File: src/ocpc_pkg.sv
// constants for the output compare pulse channel block
`default_nettype none
package ocpc_pkg;
   localparam int OCPC_NCH = 8;
   localparam int OCPC_DW = 16;
   // byte offsets: per channel a block of four words
   localparam logic [7:0] OCPC_CH_STRIDE = 8'h10;
   localparam logic [3:0] OCPC_OFS_CTRL = 4'h0;
   localparam logic [3:0] OCPC_OFS_PRI = 4'h4;
   localparam logic [3:0] OCPC_OFS_SEC = 4'h8;
   localparam logic [7:0] OCPC_OFS_STAT = 8'h80;
   localparam logic [7:0] OCPC_OFS_MASK = 8'h84;
   localparam logic [7:0] OCPC_OFS_PIN = 8'h88;
   localparam int OCPC_TSEL_BIT = 3;
   localparam int OCPC_MODE_HI = 2;
   localparam logic [15:0] OCPC_CTRL_RST = 16'h0000;
   localparam logic [15:0] OCPC_CMP_RST = 16'h0000;
   localparam logic [2:0] OCPC_M_OFF = 3'h0;
   localparam logic [2:0] OCPC_M_LOW = 3'h1;
   localparam logic [2:0] OCPC_M_HIGH = 3'h2;
   localparam logic [2:0] OCPC_M_TOG = 3'h3;
   localparam logic [2:0] OCPC_M_SINGLE = 3'h4;
   localparam logic [2:0] OCPC_M_CONT = 3'h5;
   localparam logic [1:0] OCPC_RESP_OK = 2'h0;
   localparam logic [1:0] OCPC_RESP_ERR = 2'h2;
   typedef enum logic [1:0] {OCPC_P_IDLE, OCPC_P_WAIT_HI, OCPC_P_WAIT_LO, OCPC_P_DONE} ocpc_pst_t;
endpackage
`default_nettype wire

File: src/ocpc_chan.sv
// one compare channel: match detection and pin action
`default_nettype none
module ocpc_chan
   import ocpc_pkg::*;
(
   input wire logic clk,
   input wire logic rstn,
   input wire logic ce,
   input wire logic [15:0] ctrl,
   input wire logic mode_wr,
   input wire logic [15:0] cmp_pri,
   input wire logic [15:0] cmp_sec,
   input wire logic [15:0] cnt_a,
   input wire logic [15:0] cnt_b,
   output logic pin,
   output logic evt
);
   logic [2:0] mode;
   logic [15:0] cnt;
   logic m_pri, m_sec;
   ocpc_pst_t pst_r;
   assign mode = ctrl[OCPC_MODE_HI:0];
   assign cnt = ctrl[OCPC_TSEL_BIT] ? cnt_b : cnt_a;
   // equality only: a counter wrap below the value leaves the pin alone
   assign m_pri = (cnt == cmp_pri);
   assign m_sec = (cnt == cmp_sec);

   always_ff @(posedge clk or negedge rstn) begin
      if (!rstn) begin
         pin <= 1'b0;
         evt <= 1'b0;
         pst_r <= OCPC_P_IDLE;
      end else if (ce) begin
         evt <= 1'b0;
         if (mode_wr) begin
            // rewriting a pulse mode rearms the sequence
            pst_r <= OCPC_P_WAIT_HI;
         end else begin
            case (mode)
               OCPC_M_LOW, OCPC_M_HIGH, OCPC_M_TOG: begin
                  if (m_pri) begin
                     evt <= 1'b1;
                     if (mode == OCPC_M_LOW) pin <= 1'b0;
                     else if (mode == OCPC_M_HIGH) pin <= 1'b1;
                     else pin <= ~pin;
                  end
               end
               OCPC_M_SINGLE, OCPC_M_CONT: begin
                  case (pst_r)
                     OCPC_P_WAIT_HI: begin
                        if (m_pri) begin
                           pin <= 1'b1;
                           evt <= 1'b1;
                           pst_r <= OCPC_P_WAIT_LO;
                        end
                     end
                     OCPC_P_WAIT_LO: begin
                        if (m_sec) begin
                           pin <= 1'b0;
                           evt <= 1'b1;
                           pst_r <= (mode == OCPC_M_CONT) ? OCPC_P_WAIT_HI : OCPC_P_DONE;
                        end
                     end
                     OCPC_P_DONE: pin <= 1'b0;
                     default: pst_r <= OCPC_P_WAIT_HI;
                  endcase
               end
               default: pst_r <= OCPC_P_IDLE;
            endcase
         end
      end
   end

   ocpc_dly_a: assert property (@(posedge clk) disable iff (!rstn)
      ce && !mode_wr && mode == OCPC_M_HIGH && m_pri |=> pin && evt)
      else $error("high on match missing");
   sgl_end_a: assert property (@(posedge clk) disable iff (!rstn)
      ce && !mode_wr && mode == OCPC_M_SINGLE && pst_r == OCPC_P_WAIT_LO && m_sec
      |=> !pin && pst_r == OCPC_P_DONE)
      else $error("single pulse did not end");
   off_quiet_a: assert property (@(posedge clk) disable iff (!rstn)
      ce && mode == OCPC_M_OFF |=> !evt && $stable(pin))
      else $error("disabled channel acted");
   no_match_a: assert property (@(posedge clk) disable iff (!rstn)
      ce && mode == OCPC_M_TOG && !m_pri && !mode_wr |=> $stable(pin))
      else $error("pin moved without match");
   cont_rearm_a: assert property (@(posedge clk) disable iff (!rstn)
      ce && !mode_wr && mode == OCPC_M_CONT && pst_r == OCPC_P_WAIT_LO && m_sec
      |=> pst_r == OCPC_P_WAIT_HI)
      else $error("continuous pulse not rearmed");
endmodule
`default_nettype wire

File: src/ocpc_axil.sv
// axi4-lite slave front end: one write and one read at a time
`default_nettype none
module ocpc_axil
   import ocpc_pkg::*;
(
   input wire logic clk,
   input wire logic rstn,
   input wire logic ce,
   input wire logic [7:0] s_axi_awaddr,
   input wire logic s_axi_awvalid,
   output logic s_axi_awready,
   input wire logic [31:0] s_axi_wdata,
   input wire logic [3:0] s_axi_wstrb,
   input wire logic s_axi_wvalid,
   output logic s_axi_wready,
   output logic [1:0] s_axi_bresp,
   output logic s_axi_bvalid,
   input wire logic s_axi_bready,
   input wire logic [7:0] s_axi_araddr,
   input wire logic s_axi_arvalid,
   output logic s_axi_arready,
   output logic [31:0] s_axi_rdata,
   output logic [1:0] s_axi_rresp,
   output logic s_axi_rvalid,
   input wire logic s_axi_rready,
   output logic wr_go,
   output logic [7:0] wr_addr,
   output logic [31:0] wr_data,
   output logic [3:0] wr_strb,
   input wire logic wr_ok,
   output logic [7:0] rd_addr,
   input wire logic [31:0] rd_data,
   input wire logic rd_ok
);
   logic aw_have_r, w_have_r;
   logic [7:0] ar_addr_r;
   logic ar_have_r;
   assign wr_go = aw_have_r && w_have_r && !s_axi_bvalid;
   assign rd_addr = ar_addr_r;

   always_ff @(posedge clk or negedge rstn) begin
      if (!rstn) begin
         aw_have_r <= 1'b0;
         w_have_r <= 1'b0;
         wr_addr <= 8'h00;
         wr_data <= 32'h0000_0000;
         wr_strb <= 4'h0;
         s_axi_awready <= 1'b0;
         s_axi_wready <= 1'b0;
         s_axi_bvalid <= 1'b0;
         s_axi_bresp <= OCPC_RESP_OK;
      end else if (ce) begin
         s_axi_awready <= !aw_have_r && !s_axi_awready && s_axi_awvalid;
         s_axi_wready <= !w_have_r && !s_axi_wready && s_axi_wvalid;
         if (s_axi_awvalid && s_axi_awready) begin
            aw_have_r <= 1'b1;
            wr_addr <= s_axi_awaddr;
         end
         if (s_axi_wvalid && s_axi_wready) begin
            w_have_r <= 1'b1;
            wr_data <= s_axi_wdata;
            wr_strb <= s_axi_wstrb;
         end
         if (wr_go) begin
            aw_have_r <= 1'b0;
            w_have_r <= 1'b0;
            s_axi_bvalid <= 1'b1;
            s_axi_bresp <= wr_ok ? OCPC_RESP_OK : OCPC_RESP_ERR;
         end else if (s_axi_bready) begin
            s_axi_bvalid <= 1'b0;
         end
      end
   end

   always_ff @(posedge clk or negedge rstn) begin
      if (!rstn) begin
         ar_have_r <= 1'b0;
         ar_addr_r <= 8'h00;
         s_axi_arready <= 1'b0;
         s_axi_rvalid <= 1'b0;
         s_axi_rdata <= 32'h0000_0000;
         s_axi_rresp <= OCPC_RESP_OK;
      end else if (ce) begin
         s_axi_arready <= !ar_have_r && !s_axi_arready && !s_axi_rvalid && s_axi_arvalid;
         if (s_axi_arvalid && s_axi_arready) begin
            ar_have_r <= 1'b1;
            ar_addr_r <= s_axi_araddr;
         end
         if (ar_have_r) begin
            ar_have_r <= 1'b0;
            s_axi_rvalid <= 1'b1;
            s_axi_rdata <= rd_data;
            s_axi_rresp <= rd_ok ? OCPC_RESP_OK : OCPC_RESP_ERR;
         end else if (s_axi_rvalid && s_axi_rready) begin
            s_axi_rvalid <= 1'b0;
         end
      end
   end
endmodule
`default_nettype wire

File: src/ocpc_top.sv
// output compare block: eight channels, registers and interrupt
// Behaviour
// eight independent channels, each with control, primary, secondary and pin
// control bit 3 picks timer b, else timer a; timer a after reset
// mode 001 drives low, 010 high, 011 toggles on match
// simple modes compare primary value with selected timer count
// timer wrapping before primary match leaves pin unchanged
// pulse modes: primary match raises pin, secondary match lowers it
// mode 100 gives one pulse; rewriting 100 arms another
// mode 101 repeats one pulse each timer period
// software loads times and period, then mode, then starts timer
// mode and timebase sit in one writable 16-bit control register
// each compare event sets a sticky flag until software clears it
// mode 000 disables the channel: no pin action, no events
// after single pulse ends pin stays low until 100 rewritten
`default_nettype none
module ocpc_top
   import ocpc_pkg::*;
(
   input wire logic clk,
   input wire logic rstn,
   input wire logic ce,
   input wire logic [15:0] timer_a_count,
   input wire logic [15:0] timer_b_count,
   input wire logic [7:0] s_axi_awaddr,
   input wire logic s_axi_awvalid,
   output logic s_axi_awready,
   input wire logic [31:0] s_axi_wdata,
   input wire logic [3:0] s_axi_wstrb,
   input wire logic s_axi_wvalid,
   output logic s_axi_wready,
   output logic [1:0] s_axi_bresp,
   output logic s_axi_bvalid,
   input wire logic s_axi_bready,
   input wire logic [7:0] s_axi_araddr,
   input wire logic s_axi_arvalid,
   output logic s_axi_arready,
   output logic [31:0] s_axi_rdata,
   output logic [1:0] s_axi_rresp,
   output logic s_axi_rvalid,
   input wire logic s_axi_rready,
   output logic [7:0] compare_output_pin,
   output logic irq
);
   logic wr_go, wr_ok, rd_ok;
   logic [7:0] wr_addr, rd_addr;
   logic [31:0] wr_data, rd_data;
   logic [3:0] wr_strb;
   logic [15:0] compare_control_r [OCPC_NCH];
   logic [15:0] compare_primary_r [OCPC_NCH];
   logic [15:0] compare_secondary_r [OCPC_NCH];
   logic [7:0] compare_irq_flag_r, irq_mask_r, evt, pin_w, mode_wr;
   logic [15:0] ta_s1_r, ta_s2_r, tb_s1_r, tb_s2_r;
   logic [2:0] wr_ch, rd_ch;
   logic wr_in_ch, rd_in_ch, stat_wr, mask_wr;

   // timer counts come from another block; two stages before any compare
   always_ff @(posedge clk or negedge rstn) begin
      if (!rstn) begin
         ta_s1_r <= 16'h0000;
         ta_s2_r <= 16'h0000;
         tb_s1_r <= 16'h0000;
         tb_s2_r <= 16'h0000;
      end else if (ce) begin
         ta_s1_r <= timer_a_count;
         ta_s2_r <= ta_s1_r;
         tb_s1_r <= timer_b_count;
         tb_s2_r <= tb_s1_r;
      end
   end

   ocpc_axil u_bus (
      .clk(clk), .rstn(rstn), .ce(ce),
      .s_axi_awaddr(s_axi_awaddr), .s_axi_awvalid(s_axi_awvalid), .s_axi_awready(s_axi_awready),
      .s_axi_wdata(s_axi_wdata), .s_axi_wstrb(s_axi_wstrb), .s_axi_wvalid(s_axi_wvalid),
      .s_axi_wready(s_axi_wready), .s_axi_bresp(s_axi_bresp), .s_axi_bvalid(s_axi_bvalid),
      .s_axi_bready(s_axi_bready), .s_axi_araddr(s_axi_araddr), .s_axi_arvalid(s_axi_arvalid),
      .s_axi_arready(s_axi_arready), .s_axi_rdata(s_axi_rdata), .s_axi_rresp(s_axi_rresp),
      .s_axi_rvalid(s_axi_rvalid), .s_axi_rready(s_axi_rready),
      .wr_go(wr_go), .wr_addr(wr_addr), .wr_data(wr_data), .wr_strb(wr_strb), .wr_ok(wr_ok),
      .rd_addr(rd_addr), .rd_data(rd_data), .rd_ok(rd_ok)
   );

   assign wr_in_ch = (wr_addr < OCPC_OFS_STAT) && (wr_addr[3:0] != 4'hC) && (wr_addr[1:0] == 2'b00);
   assign rd_in_ch = (rd_addr < OCPC_OFS_STAT) && (rd_addr[3:0] != 4'hC) && (rd_addr[1:0] == 2'b00);
   assign wr_ch = wr_addr[6:4];
   assign rd_ch = rd_addr[6:4];
   assign stat_wr = wr_go && ce && wr_addr == OCPC_OFS_STAT && wr_strb[0];
   assign mask_wr = wr_go && ce && wr_addr == OCPC_OFS_MASK && wr_strb[0];
   assign wr_ok = wr_in_ch || wr_addr == OCPC_OFS_STAT || wr_addr == OCPC_OFS_MASK;
   assign rd_ok = rd_in_ch || rd_addr == OCPC_OFS_STAT || rd_addr == OCPC_OFS_MASK
      || rd_addr == OCPC_OFS_PIN;

   always_comb begin
      rd_data = 32'h0000_0000;
      if (rd_in_ch) begin
         if (rd_addr[3:0] == OCPC_OFS_CTRL) rd_data = {16'h0000, compare_control_r[rd_ch]};
         else if (rd_addr[3:0] == OCPC_OFS_PRI) rd_data = {16'h0000, compare_primary_r[rd_ch]};
         else rd_data = {16'h0000, compare_secondary_r[rd_ch]};
      end else if (rd_addr == OCPC_OFS_STAT) begin
         rd_data = {24'h000000, compare_irq_flag_r};
      end else if (rd_addr == OCPC_OFS_MASK) begin
         rd_data = {24'h000000, irq_mask_r};
      end else if (rd_addr == OCPC_OFS_PIN) begin
         rd_data = {24'h000000, compare_output_pin};
      end
   end

   genvar g;
   generate
      for (g = 0; g < OCPC_NCH; g++) begin : g_ch
         logic sel_w;
         assign sel_w = wr_go && ce && wr_in_ch && wr_ch == 3'(g);
         // a control write that carries a pulse mode restarts the pulse sequence
         assign mode_wr[g] = sel_w && wr_addr[3:0] == OCPC_OFS_CTRL && wr_strb[0];

         always_ff @(posedge clk or negedge rstn) begin
            if (!rstn) begin
               compare_control_r[g] <= OCPC_CTRL_RST;
               compare_primary_r[g] <= OCPC_CMP_RST;
               compare_secondary_r[g] <= OCPC_CMP_RST;
            end else if (sel_w) begin
               if (wr_addr[3:0] == OCPC_OFS_CTRL) begin
                  if (wr_strb[0]) compare_control_r[g][7:0] <= wr_data[7:0];
                  if (wr_strb[1]) compare_control_r[g][15:8] <= wr_data[15:8];
               end else if (wr_addr[3:0] == OCPC_OFS_PRI) begin
                  if (wr_strb[0]) compare_primary_r[g][7:0] <= wr_data[7:0];
                  if (wr_strb[1]) compare_primary_r[g][15:8] <= wr_data[15:8];
               end else begin
                  if (wr_strb[0]) compare_secondary_r[g][7:0] <= wr_data[7:0];
                  if (wr_strb[1]) compare_secondary_r[g][15:8] <= wr_data[15:8];
               end
            end
         end

         ocpc_chan u_chan (
            .clk(clk), .rstn(rstn), .ce(ce),
            .ctrl(compare_control_r[g]), .mode_wr(mode_wr[g]),
            .cmp_pri(compare_primary_r[g]), .cmp_sec(compare_secondary_r[g]),
            .cnt_a(ta_s2_r), .cnt_b(tb_s2_r),
            .pin(pin_w[g]), .evt(evt[g])
         );
      end
   endgenerate

   always_ff @(posedge clk or negedge rstn) begin
      if (!rstn) begin
         compare_irq_flag_r <= 8'h00;
      end else if (ce) begin
         // a new event wins over a same-cycle clear
         compare_irq_flag_r <= (compare_irq_flag_r & ~(stat_wr ? wr_data[7:0] : 8'h00)) | evt;
      end
   end

   always_ff @(posedge clk or negedge rstn) begin
      if (!rstn) begin
         irq_mask_r <= 8'h00;
      end else if (mask_wr) begin
         irq_mask_r <= wr_data[7:0];
      end
   end

   always_ff @(posedge clk or negedge rstn) begin
      if (!rstn) begin
         irq <= 1'b0;
         compare_output_pin <= 8'h00;
      end else if (ce) begin
         irq <= |((compare_irq_flag_r & ~(stat_wr ? wr_data[7:0] : 8'h00) | evt) & irq_mask_r);
         compare_output_pin <= pin_w;
      end
   end

   flag_sticky_a: assert property (@(posedge clk) disable iff (!rstn)
      ce && evt[0] |=> compare_irq_flag_r[0])
      else $error("event flag not set");
   flag_hold_a: assert property (@(posedge clk) disable iff (!rstn)
      compare_irq_flag_r[0] && !stat_wr |=> compare_irq_flag_r[0])
      else $error("flag dropped without clear");
   ctrl_store_a: assert property (@(posedge clk) disable iff (!rstn)
      mode_wr[0] && wr_strb[1] |=> compare_control_r[0] == wr_data[15:0])
      else $error("control write lost");
endmodule
`default_nettype wire

File: config.mk
export PLATFORM = sky130hd
export DESIGN_NAME = ocpc_top
export DESIGN_NICKNAME = d
export VERILOG_FILES = /design/src/ocpc_pkg.sv /design/src/ocpc_chan.sv /design/src/ocpc_axil.sv /design/src/ocpc_top.sv
export SDC_FILE = /design/constraint.sdc
export NUM_CORES = 1
export LEC_CHECK = 0
export CAP_MARGIN = 20
export CORE_MARGIN = 2
export CORE_UTILIZATION = 59
export CTS_BUF_LIST = sky130_fd_sc_hd__clkbuf_8
export CTS_CLUSTER_SIZE = 20
export DETAILED_ROUTE_END_ITERATION = 10
export DONT_BUFFER_PORTS = 1
export PLACE_DENSITY = 0.72
export SYNTH_ARGS = -nofsm -noshare
export SYNTH_HDL_FRONTEND = slang
export SYNTH_SLANG_ARGS = --single-unit
File: constraint.sdc
create_clock -name clk -period 5.98 [get_ports clk]
set_input_delay 0.598 -clock clk [delete_from_list [all_inputs] [get_ports clk]]
set_output_delay 0.598 -clock clk [all_outputs]
set_load 0.05 [all_outputs]
Word-level counts from Yosys, hierarchy flattened
Cells that the tools add are included.
{"block": "word_totals", "inputBits": 92, "regBits": 583, "latchBits": 0, "mem_bits_rw": 0, "romBits": 0, "memories": 0}
{"block": "classes", "mux": 180, "n_addsub": 0, "bitwise_logic": 23, "n_div": 0, "n_mul": 0, "shift": 0, "n_lt_le_gt_ge": 3, "n_reduce_logical": 167, "n_eq_ne": 160}
{"op": "equality test 16 bit", "count": 16}
{"op": "2-to-1 mux 16 bit", "count": 15}
{"op": "binary-select mux 16 bit (select 3 bit)", "count": 3}
{"op": "AND reduction 4 bit", "count": 32}
{"op": "2-to-1 mux 32 bit", "count": 3}
{"op": "2-to-1 mux 1 bit", "count": 74}
{"op": "!= test 3 x 2 -> 1 bit (second input constant)", "count": 24}
{"op": "2-to-1 mux 2 bit", "count": 34}
{"op": "!= test 4 x 2 -> 1 bit (second input constant)", "count": 16}
{"op": "equality test 3 bit (second input constant)", "count": 20}
{"op": "AND reduction 7 bit", "count": 8}
{"op": "equality test 3 x 2 -> 1 bit (second input constant)", "count": 18}
{"op": "case mux 1 bit (2 select lines)", "count": 24}
{"op": "case mux 2 bit (3 select lines)", "count": 8}
{"op": "AND reduction 3 bit", "count": 16}
{"op": "logical AND 1 bit", "count": 47}
{"op": "equality test 8 bit (second input constant)", "count": 5}
{"op": "AND reduction 5 bit", "count": 8}
{"op": "equality test 2 bit (second input constant)", "count": 16}
{"op": "!= test 2 x 1 -> 1 bit (second input constant)", "count": 16}
{"op": "!= test 4 x 3 -> 1 bit (second input constant)", "count": 8}
{"op": "case mux 2 bit (2 select lines)", "count": 8}
{"op": "equality test 3 x 1 -> 1 bit (second input constant)", "count": 9}
{"op": "2-to-1 mux 8 bit", "count": 3}
{"op": "21 further kinds", "count": 102}

Depth between registers and ports, before layout
Gate-level depths: netlist of the first run.
{"block": "depth", "word_depth": 11, "mapped_depth": 10}

Hierarchy
From an unflattened synthesis of the first run, not the netlist that was laid out.
{"block": "hier_totals", "hier_cells": 2445, "hier_area_um2": 32962.9}
{"module": "ocpc_top", "seq_area_each_um2": 11836.4, "area_per_inst_um2": 21665.8, "n_inst": 1, "cells_per_inst": 1370}
{"module": "ocpc_chan at g_ch[0].u_chan ...", "seq_area_each_um2": 100.1, "area_per_inst_um2": 958.4, "n_inst": 6, "cells_per_inst": 108}
{"module": "ocpc_axil", "seq_area_each_um2": 2352.3, "area_per_inst_um2": 3709.8, "n_inst": 1, "cells_per_inst": 217}
{"module": "ocpc_chan at g_ch[1].u_chan ...", "seq_area_each_um2": 100.1, "area_per_inst_um2": 918.4, "n_inst": 2, "cells_per_inst": 105}

Least setup slack after synthesis of the first run
Ideal clock, no wire load.
{"block": "synth_timing", "path_type": "input -> register", "startpoint": "input port ce", "endpoint": "register compare_control_r[2] (netlist name)", "stages": 9, "slack_ns": 3.444, "t_arrival_ns": 2.411, "setup_time_ns": 0.125, "n_path_buf": 4, "cell_sequence": "buf_4 and4b_1 clkbuf_1 nand4_1 or2_2 clkbuf_1 nor2_1 buf_2 mux2_2"}
{"block": "synth_between", "elab_chain_len": 4}
{"element": "start, declared", "line": "ocpc_top.sv:22", "source": "input wire logic ce,"}
{"element": "logical AND 1 bit (3 in series)", "line": "ocpc_top.sv:113", "source": "assign sel_w = wr_go && ce && wr_in_ch && wr_ch == 3'(g);"}
{"element": "AND reduction 3 bit (no source line)"}
{"element": "end signal, assigned by index", "line": "ocpc_top.sv:124", "source": "if (wr_strb[0]) compare_control_r[g][7:0] <= wr_data[7:0];"}
{"element": "end signal, assigned by index", "line": "ocpc_top.sv:125", "source": "if (wr_strb[1]) compare_control_r[g][15:8] <= wr_data[15:8];"}
{"element": "end, declared", "line": "ocpc_top.sv:49", "source": "logic [15:0] compare_control_r [OCPC_NCH];"}
No other way between the ends.
A chain may end at the register's enable or synchronous reset.

Final worst setup path of the first run
{"block": "layout_timing", "startpoint": "register compare_control_r[51] (netlist name)", "endpoint": "register g_ch[4].u_chan.pin"}
{"block": "layout_between", "elab_chain_len": 4}
{"element": "2-to-1 mux 16 bit *", "line": "ocpc_chan.sv:23", "source": "assign cnt = ctrl[OCPC_TSEL_BIT] ? cnt_b : cnt_a;"}
{"element": "equality test 16 bit (on tied branches)", "line": "ocpc_chan.sv:26, ocpc_chan.sv:25"}
{"element": "!= test 3 x 2 -> 1 bit (no source line) or != test 2 x 1 -> 1 bit (tied branches)"}
{"element": "AND reduction 7 bit (no source line) *"}
{"element": "end signal, assigned", "line": "ocpc_chan.sv:45", "source": "else pin <= ~pin;"}
{"element": "end, declared", "line": "ocpc_chan.sv:15", "source": "output logic pin,"}
Every way passes the cells marked *; elsewhere a longest branch is shown, timed or not.

==> impl_metrics.tcl, run 1 <==
set metrics [dict create \
    crit_buf_inv 1 \
    layout.nets 2502 \
    die_area_um2 53950 \
    first_global_vias 21093 \
    coreArea_um2 51410 \
    leakage_uw 0.01438 \
    die_h_um 232.3 \
    ioPinCount 142 \
    combPwrFrac 0.219 \
    grt_overflow 0 \
    run_status "complete, but fails checks" \
    tightest_slew_ps 1675 \
    via_count 20513 \
    powerDensity_nw_per_um2 347.7 \
    fillers 3957 \
    syn_to_final_growth_pct 8.094 \
    rows 83 \
    p_sw_uw 4186 \
    synth_common_cells "dfrtp_1 (565), mux2_2 (489), xnor2_1 (256)" \
    maxSlewViolCount 106 \
    fin_ws_ps 2032 \
    hpwl_mm 63.70 \
    synth_ff_type "dfrtp_1" \
    cp.arrival_ps 4540 \
    endpoint_kind "register" \
    drive_above_1_share 0.3362 \
    synth_top_cell_by_area "dfrtp_1" \
    fin_crit_sh 0.6601 \
    finClkSkew_ps 35.27 \
    rsz0062_at_grt "false" \
    drt_iter0_markers 2238 \
    clk_path_buf_depth 3 \
    clock_latency_ps 710 \
    syn_inst 2396 \
    port_buffers 0 \
    diodes 0 \
    cts_resized 0 \
    switching_share 0.3622 \
    critical_path_class "reg2reg" \
    crit_fanout 13 \
    ys_async_sr_fraction 1.000 \
    vias_per_cell 6.539 \
    chipWidth_um 232.3 \
    grt_pass1_wl_mm 135.5 \
    regArea_um2 14150 \
    hold_buffers 10 \
    synth_area_leaders "dfrtp_1 (46%), mux2_2 (18%), mux4_2 (8.0%)" \
    wl_per_cell_um 28.76 \
    max_freq_ghz 0.2533 \
    startpoint_type "register" \
    tritoncts "done" \
    clkTransAtPathRegs_ps 60 \
    netlist_area_um2 30750 \
    synth_edf_count 0 \
    wl_mm 90.23 \
    seq_area_frac_synth 0.4599 \
    crit_slowest_cell "dfrtp_1" \
    fin_tns_setup_ps 0 \
    yosysMostFrequentCell "dfrtp_1" \
    maxCapViolCount 0 \
    antenna_found_initial 0 \
    hold_viol 565 \
    hold_path.class "in2async" \
    antenna_left 0 \
    fin_crit_ps 3948 \
    grt_max_degree 566 \
    holdWs_ps -372.2 \
    sequentialPowerShare 0.458 \
    setup_viol 0 \
    gp_congestion 0.9606 \
    slew_headroom -0.1165 \
    critPathTopFamily "simple AND/OR/NAND/NOR gates" \
    drc 0 \
    grt.total_usage 0.3419 \
    clock-sinks 565 \
    p_int_uw 7369 \
    required_ps 6570 \
    ys_types 81 \
    path_cells "buf_4 -> mux2i_1 -> xnor2_1 -> nor4_1 -> nand4_1 -> a32oi_2 -> nand3_1 -> mux2_1" \
    synth_seq_cells 565 \
    syn_area_per_cell_um2 12.83 \
    multiInputGateArea_um2 15670 \
    clock_power_share 0.323 \
    final_util 0.6465 \
    pre_cts_slack_ps 2253 \
    dr.pass1.iters 6 \
    initial_core_util 0.5981 \
    synth_top_area_frac 0.4599 \
    ctsRootBufferMaster "clkbuf_8" \
    violations "hold timing, slew limit" \
    cp_slowest_stage_delay_ps 950 \
    h-tree-depth 3 \
    ys_warn_count 0 \
    vdd_drop_max_v 0.0002591 \
    cts-buffers-inserted 97 \
]
[layout by cell type (no fill, tap or decap), types with 12 or more instances in the layout]
cell type and count:
o21ai_0 41, nand3_1 20, nor2_1 79, clkbuf_8 125
nand2b_1 12, nor4_1 65, nand4_1 26, dfrtp_1 562
xnor2_1 256, nor3_1 25, mux4_2 109, buf_4 25
conb_1 18, mux2_2 489, nand2_1 96, nor2_2 17
ha_1 32, clkinv_2 13, a21oi_1 25, mux2i_1 141
inv_1 63
[cell families after synthesis]
family,synth area share
mux,0.3123
flops,0.4599
simple gates,0.06495
xor+xnor,0.07293
buf+inv,0.03272
compound gates,0.04407
fa+ha+maj,0.01302
other cells,0.0001220
[metrics by stage]
step | instance area, um^2 | std cells | power [uW] | hold slack [ps]
floorplan | 30810 | 2413 | 6924 | 302.4
CTS | 33180 | 3133 | 11560 | -407.5
global placement | 30990 | 2945 | 7746 | 336.2
detailed placement | 30990 | 2945 | 7832 | 336.1
finish | 33230 | 3137 | 11550 | -372.2
global route | 33230 | 3137 | 11980 | -401.5
[what timing repair did]
action | in CTS | in global routing
setup buffers | 0 | 0
endpoints found under the hold margin | 576 | 565
endpoints found under the setup margin | 0 | 0
[power by group through the flow]
stage          sequential (uW)  clock, uW  combinational [uW]
2_1_floorplan             4750          0                2180
3_3_place_gp              5320          0                2430
3_5_place_dp              5350          0                2480
4_1_cts                   5280       3780                2500
5_1_grt                   5360       3950                2670
6_report                  5300       3730                2530
[cell type report]
type	count	area share
Multi-Input combinational cell	1639	0.4713
Sequential cell	565	0.4257
Clock buffer	124	0.05135
Tap cell	680	0.02560
Clock inverter	54	0.01156
Timing Repair Buffer	39	0.01039
Inverter	36	0.004066
[worst paths after layout]
path                                       start                       to  slack (ps)  cells after the start
max                        compare_control_r[51]       g_ch[4].u_chan.pin        2030                      8
min                                         rstn  g_ch[0].u_chan.pst_r[0]        -370                      0
max reg2reg                compare_control_r[51]       g_ch[4].u_chan.pin        2030                      8
min reg2reg                compare_control_r[36]    compare_control_r[36]         480                      2
max in group asynchronous                   rstn    compare_primary_r[87]        5050                      0
min in group clk                   s_axi_arvalid      u_bus.s_axi_arready          30                      2
[flip-flops by register name, summed over array words and instances, names as in the netlist, 16 cells and up]
register,cells
compare_secondary_r,128
u_bus.wr_data,16
ta_s1_r,16
tb_s2_r,16
g_ch.u_chan.pst_r,16
u_bus.s_axi_rdata,16
compare_primary_r,128
compare_control_r,128
tb_s1_r,16
ta_s2_r,16
[per-layer routing]
metal	share of wire	GRT usage
met2	0.47	0.5404
met4	0.047	0.1623
met3	0.075	0.07380
met1	0.40	0.4513
met5	0	0
Note: power is estimated with default switching activity, not from simulation.
==> inputs of run 2 (changes only) <==
Settings changed: PLACE_DENSITY 0.72 to 0.75.
Clock period 5.98 ns to 3.6 ns, I/O delays scaled along.
==> impl_metrics.tcl, run 2 (synthesis gave the netlist of run 1 again) <==
set metrics [dict create \
    final_util 0.6677 \
    drive_above_1_share 0.3394 \
    startpoint_type "register" \
    antenna_left 0 \
    final_cell_area_um2 34320 \
    fin_tns_setup_ps 0 \
    initial_core_util 0.5981 \
    postCtsSetupRepairBufs 0 \
    fin_crit_ps 3364 \
    finClkSkew_ps 41.00 \
    grt_overflow 0 \
    die_h_um 232.3 \
    violations "hold timing, slew limit" \
    cp.arrival_ps 3940 \
    slew_headroom -0.3114 \
    holdWs_ps -613.6 \
    tritoncts "done" \
    post_dp_cell_area_um2 31510 \
    grt_pass1_wl_mm 137.6 \
    rr_endpoint "g_ch[3].u_chan.pin" \
    layout.nets 2614 \
    die_area_um2 53950 \
    rr_startpoint "ta_s2_r[1]" \
    cts_resized 0 \
    wl_mm 91.40 \
    critical_path_class "reg2reg" \
    reg2reg_depth 7 \
    syn_to_final_growth_pct 11.64 \
    hold_path.class "in2async" \
    vias_per_cell 6.512 \
    maxCapViolCount 0 \
    layout_commonest_cell "dfrtp_1" \
    chipWidth_um 232.3 \
    placed_cells 3001 \
    required_ps 4170 \
    fillers 3699 \
    rows 83 \
    crit_slowest_cell "dfrtp_1" \
    ctsRootBufferMaster "clkbuf_8" \
    hold_viol 565 \
    via_count 21159 \
    endpoint_kind "register" \
    coreArea_um2 51410 \
    run_status "complete, but fails checks" \
    grt_max_degree 566 \
    wl_per_cell_um 28.13 \
    diodes 0 \
    drc 0 \
    hold_buffers 73 \
    port_buffers 0 \
    cp_slowest_stage_delay_ps 710 \
    max_freq_ghz 0.2972 \
    clkTransAtPathRegs_ps 60 \
    h-tree-depth 3 \
    gp_congestion 1.006 \
    tightest_slew_ps 1967 \
    vdd_drop_max_v 0.0003629 \
    maxSlewViolCount 228 \
    final_cell_count_no_fill 3249 \
    powerDensity_nw_per_um2 566.8 \
    clock_latency_ps 720 \
    clock-sinks 565 \
    crit_top_cell "nand4_1" \
    hpwl_mm 63.97 \
    crit_fanout 9 \
    dr.pass1.iters 5 \
    setup_viol 0 \
    first_global_vias 22026 \
    ioPinCount 142 \
    drt_iter0_markers 2345 \
    path_cells "mux2i_1 -> xnor2_1 -> nor4_1 -> nand4_1 -> a32oi_2 -> nand4_1 -> mux2_1" \
    rsz0062_at_grt "false" \
    critPathTopFamily "simple AND/OR/NAND/NOR gates" \
    mostFrequentLayoutCells "dfrtp_1 (562), mux2_2 (489), xnor2_1 (256)" \
    antenna_found_initial 1 \
    cts-buffers-inserted 94 \
    clk_path_buf_depth 3 \
    regToRegSetupSlack_ps 240 \
    leakage_uw 0.01495 \
    largestRegisters "compare_control_r (128), compare_primary_r (128), compare_secondary_r (128)" \
    crit_buf_inv 0 \
    grt.total_usage 0.3462 \
    fin_crit_sh 0.9346 \
]
## run 2: stage by stage
stage,hold slack (ps),setup slack (ps),power (uW)
floorplan,64.41,1096,11500
global placement,89.85,527.6,12990
detailed placement,96.29,464.5,13160
CTS,-657.2,428.3,19370
global route,-632.6,174.6,20130
finish,-613.6,235.6,19460
## run 2: worst max path at each step
| stage | startpoint | endpoint | slack [ps] | cells past startpoint |
|---|---|---|---|---|
| 4_1_cts | compare_control_r[35] | g_ch[5].u_chan.pst_r[0] | 430 | 10 |
| 3_5_place_dp | ta_s2_r[1] | g_ch[3].u_chan.pin | 460 | 7 |
| 2_1_floorplan | u_bus.s_axi_bvalid | compare_control_r[2] | 1100 | 8 |
| 6_report | ta_s2_r[1] | g_ch[3].u_chan.pin | 240 | 7 |
| 3_3_place_gp | ta_s2_r[1] | g_ch[3].u_chan.pin | 530 | 7 |
| 5_1_grt | compare_control_r[35] | g_ch[5].u_chan.pst_r[0] | 170 | 9 |
## run 2: cell type report
class,instances,area (um^2),share of cell area
Inverter,36,135.1,0.003937
Timing Repair Buffer,154,1456,0.04243
Clock inverter,54,404.1,0.01177
Multi-Input combinational cell,1639,15670,0.4564
Tap cell,680,850.8,0.02479
Sequential cell,565,14150,0.4122
Clock buffer,121,1665,0.04852
## run 2: report_power, final
group	switching, uW	leakage [uW]	internal (uW)
combinational	2490	0.00619	2000
sequential	1860	0.00757	6950
clock	2700	0.00119	3460
## run 2: per-layer routing
layer / up-vias / track usage / part of all wire / wire length [um]
met5: - / 0 / 0 / 0
met2: 1040 / 0.5406 / 0.47 / 42650
met3: 274 / 0.07613 / 0.086 / 7835
met4: 0 / 0.2043 / 0.062 / 5622
li1: 8912 / - / - / -
met1: 10933 / 0.4457 / 0.39 / 35300
==> inputs of run 3 (changes only) <==
Settings changed: ABC_AREA set to 1.
==> impl_metrics.tcl, run 3 <==
set metrics [dict create \
    tightest_slew_ps 1421 \
    hold_viol 565 \
    syn_to_final_growth_pct 8.360 \
    coreArea_um2 56500 \
    ys_async_sr_fraction 1.000 \
    chipWidth_um 243.1 \
    required_ps 4180 \
    h-tree-depth 3 \
    switching_share 0.4377 \
    powerDensity_nw_per_um2 621.4 \
    synth_edf_count 0 \
    p_total_uw 22720 \
    synth_top_cell_by_area "dfrtp_1" \
    antenna_left 0 \
    initial_core_util 0.5971 \
    netlist_area_um2 33730 \
    syn_inst 4902 \
    first_global_vias 30009 \
    ioPinCount 142 \
    setup_viol 0 \
    fin_crit_sh 0.8074 \
    die_h_um 243.1 \
    grt.total_usage 0.3702 \
    yosys-mux-area-fraction 0.002337 \
    wl_mm 110.0 \
    antenna_found_initial 3 \
    synth_ff_type "dfrtp_1" \
    run_status "complete, but fails checks" \
    clk_path_buf_depth 3 \
    port_buffers 0 \
    dr_wl_met2_mm 44.94 \
    combPwrFrac 0.350 \
    hold_path.class "in2async" \
    synth_seq_cells 565 \
    layout_commonest_cell "nand2_1" \
    seq_area_frac_synth 0.4191 \
    violations "hold timing" \
    cts-buffers-inserted 97 \
    crit_fanout 20 \
    synth_top_family_by_area "simple AND/OR/NAND/NOR gates" \
    syn_area_per_cell_um2 6.882 \
    synth_xor_area_frac 0 \
    synth_fa_ha_area_frac 0.01187 \
    top_layer "met4" \
    holdWs_ps -661.7 \
    die_area_um2 59100 \
    tritoncts "done" \
    vias_per_cell 5.867 \
    hold_buffers 72 \
    clock_latency_ps 740 \
    cp.arrival_ps 3480 \
    clock-sinks 565 \
    synth_top_area_frac 0.4191 \
    postCtsSetupRepairBufs 0 \
    clkTransAtPathRegs_ps 60 \
    synth_compound_area_frac 0.1511 \
    synth-simple-area-share 0.3370 \
    layout.nets 4972 \
    grt_overflow 0 \
    drc 0 \
    cts_resized 0 \
    endpoint_kind "register" \
    p_int_uw 12770 \
    yosysMostFrequentCell "nand2_1" \
    fin_tns_setup_ps 0 \
    clock_power_share 0.267 \
    drive_above_1_share 0.05186 \
    wl_per_cell_um 19.38 \
    hpwl_mm 77.64 \
    wirelength_met1_mm 46.15 \
    ys_warn_count 0 \
    sequentialPowerShare 0.384 \
    ctsRootBufferMaster "clkbuf_8" \
    drt_iter0_markers 4396 \
    p_sw_uw 9942 \
    synth_area_leaders "dfrtp_1 (42%), nand2_1 (19%), o21ai_0 (9.5%)" \
    maxSlewViolCount 0 \
    slew_headroom 0.05299 \
    rows 87 \
    startpoint_type "register" \
    max_freq_ghz 0.3441 \
    fin_crit_ps 2906 \
    grt_max_degree 566 \
    maxCapViolCount 0 \
    wl_met3_mm 14.19 \
    leakage_uw 0.01756 \
    largestRegisters "compare_control_r (128), compare_primary_r (128), compare_secondary_r (128)" \
    rsz0062_at_grt "false" \
    mostFrequentLayoutCells "nand2_1 (1706), o21ai_0 (642), dfrtp_1 (562)" \
    synth_common_cells "nand2_1 (1706), o21ai_0 (642), dfrtp_1 (565)" \
    vdd_drop_max_v 0.0005009 \
    ys_types 43 \
    grt_pass1_wl_mm 169.8 \
    via_count 33296 \
    dr.pass1.iters 6 \
    gp_congestion 1.006 \
    critical_path_class "reg2reg" \
    finClkSkew_ps 50.05 \
]
[run 3: cell count changes in the layout (fill, tap and decap cells not counted), sizes merged, moves of 169 or more]
cell | previous run | this run
nand2 | 96 | 1711
xnor2 | 256 | 0
a21oi | 25 | 194
nor2 | 96 | 350
inv | 72 | 368
nand3 | 21 | 504
o21ai | 41 | 681
mux2 | 493 | 7
[run 3: final timing paths]
path / from / endpoint / slack [ps] / depth (start not counted)
min: rstn / compare_control_r[28] / -660 / 0
min in group clk: ce / ta_s1_r[13] / 70 / 3
max: u_bus.s_axi_bvalid / g_ch[3].u_chan.pst_r[0] / 690 / 10
max in group asynchronous: rstn / u_bus.wr_addr[0] / 3120 / 0
min reg2reg: ta_s1_r[9] / ta_s1_r[9] / 470 / 2
max reg2reg: u_bus.s_axi_bvalid / g_ch[3].u_chan.pst_r[0] / 690 / 10
[run 3: cells by family (layout without fill, tap and decap cells)]
group	count (synthesis)	count (layout)
other	1	20
flip-flops	565	565
AO/OA/AOI/OAI	974	974
multiplexers	7	7
AND/OR/NAND/NOR	2682	2682
buffers and inverters	641	639
adder cells (fa/ha/maj)	32	32
[run 3: per-layer routing]
layer | vias to the layer above | GRT usage
li1 | 15882 | -
met1 | 15359 | 0.5383
met2 | 1833 | 0.5230
met3 | 222 | 0.09885
met4 | 0 | 0.1507
met5 | - | 0
[run 3: worst max-delay path: stages, from the launching register on]
cell     delay, ps
dfrtp_1        590
nor2_4         210
nand3_4        130
nor2_4         300
nand2_1        240
nor2_1         260
nand2_1        490
nand2_1        310
nand2_1         90
nand2_1         80
nand2_1         50
[run 3: stage by stage]
step | instance area [um^2] | setup WS (ps) | util | cells
after global routing | 36550 | 541.7 | 0.6470 | 5674
after CTS | 36550 | 724.1 | 0.6469 | 5673
after detailed placement | 33840 | 815.9 | 0.5990 | 5433
after global placement | 33840 | 899.8 | 0.5990 | 5433
final | 36550 | 693.5 | 0.6470 | 5675
after floorplan | 33800 | 1575 | - | 4919
[run 3: power by group through the flow]
| stage | registers (uW) | logic, uW | clock network (uW) |
|---|---|---|---|
| 6_report | 8710 | 7950 | 6050 |
| 5_1_grt | 8800 | 8590 | 6410 |
| 4_1_cts | 8650 | 7640 | 6110 |
| 3_5_place_dp | 8750 | 7520 | 0 |
| 3_3_place_gp | 8730 | 7400 | 0 |
| 2_1_floorplan | 8270 | 5450 | 0 |
[run 3: area by class of cell]
cell class | count | area [um^2]
repair buffers | 125 | 1161
multi-input cells | 3713 | 17020
flip-flops and latches | 565 | 14150
well taps | 756 | 945.9
diodes | 2 | 5.005
clock buffers | 117 | 1610
fillers | 5125 | 19940
clock inverters | 51 | 361.6
inverters | 346 | 1303
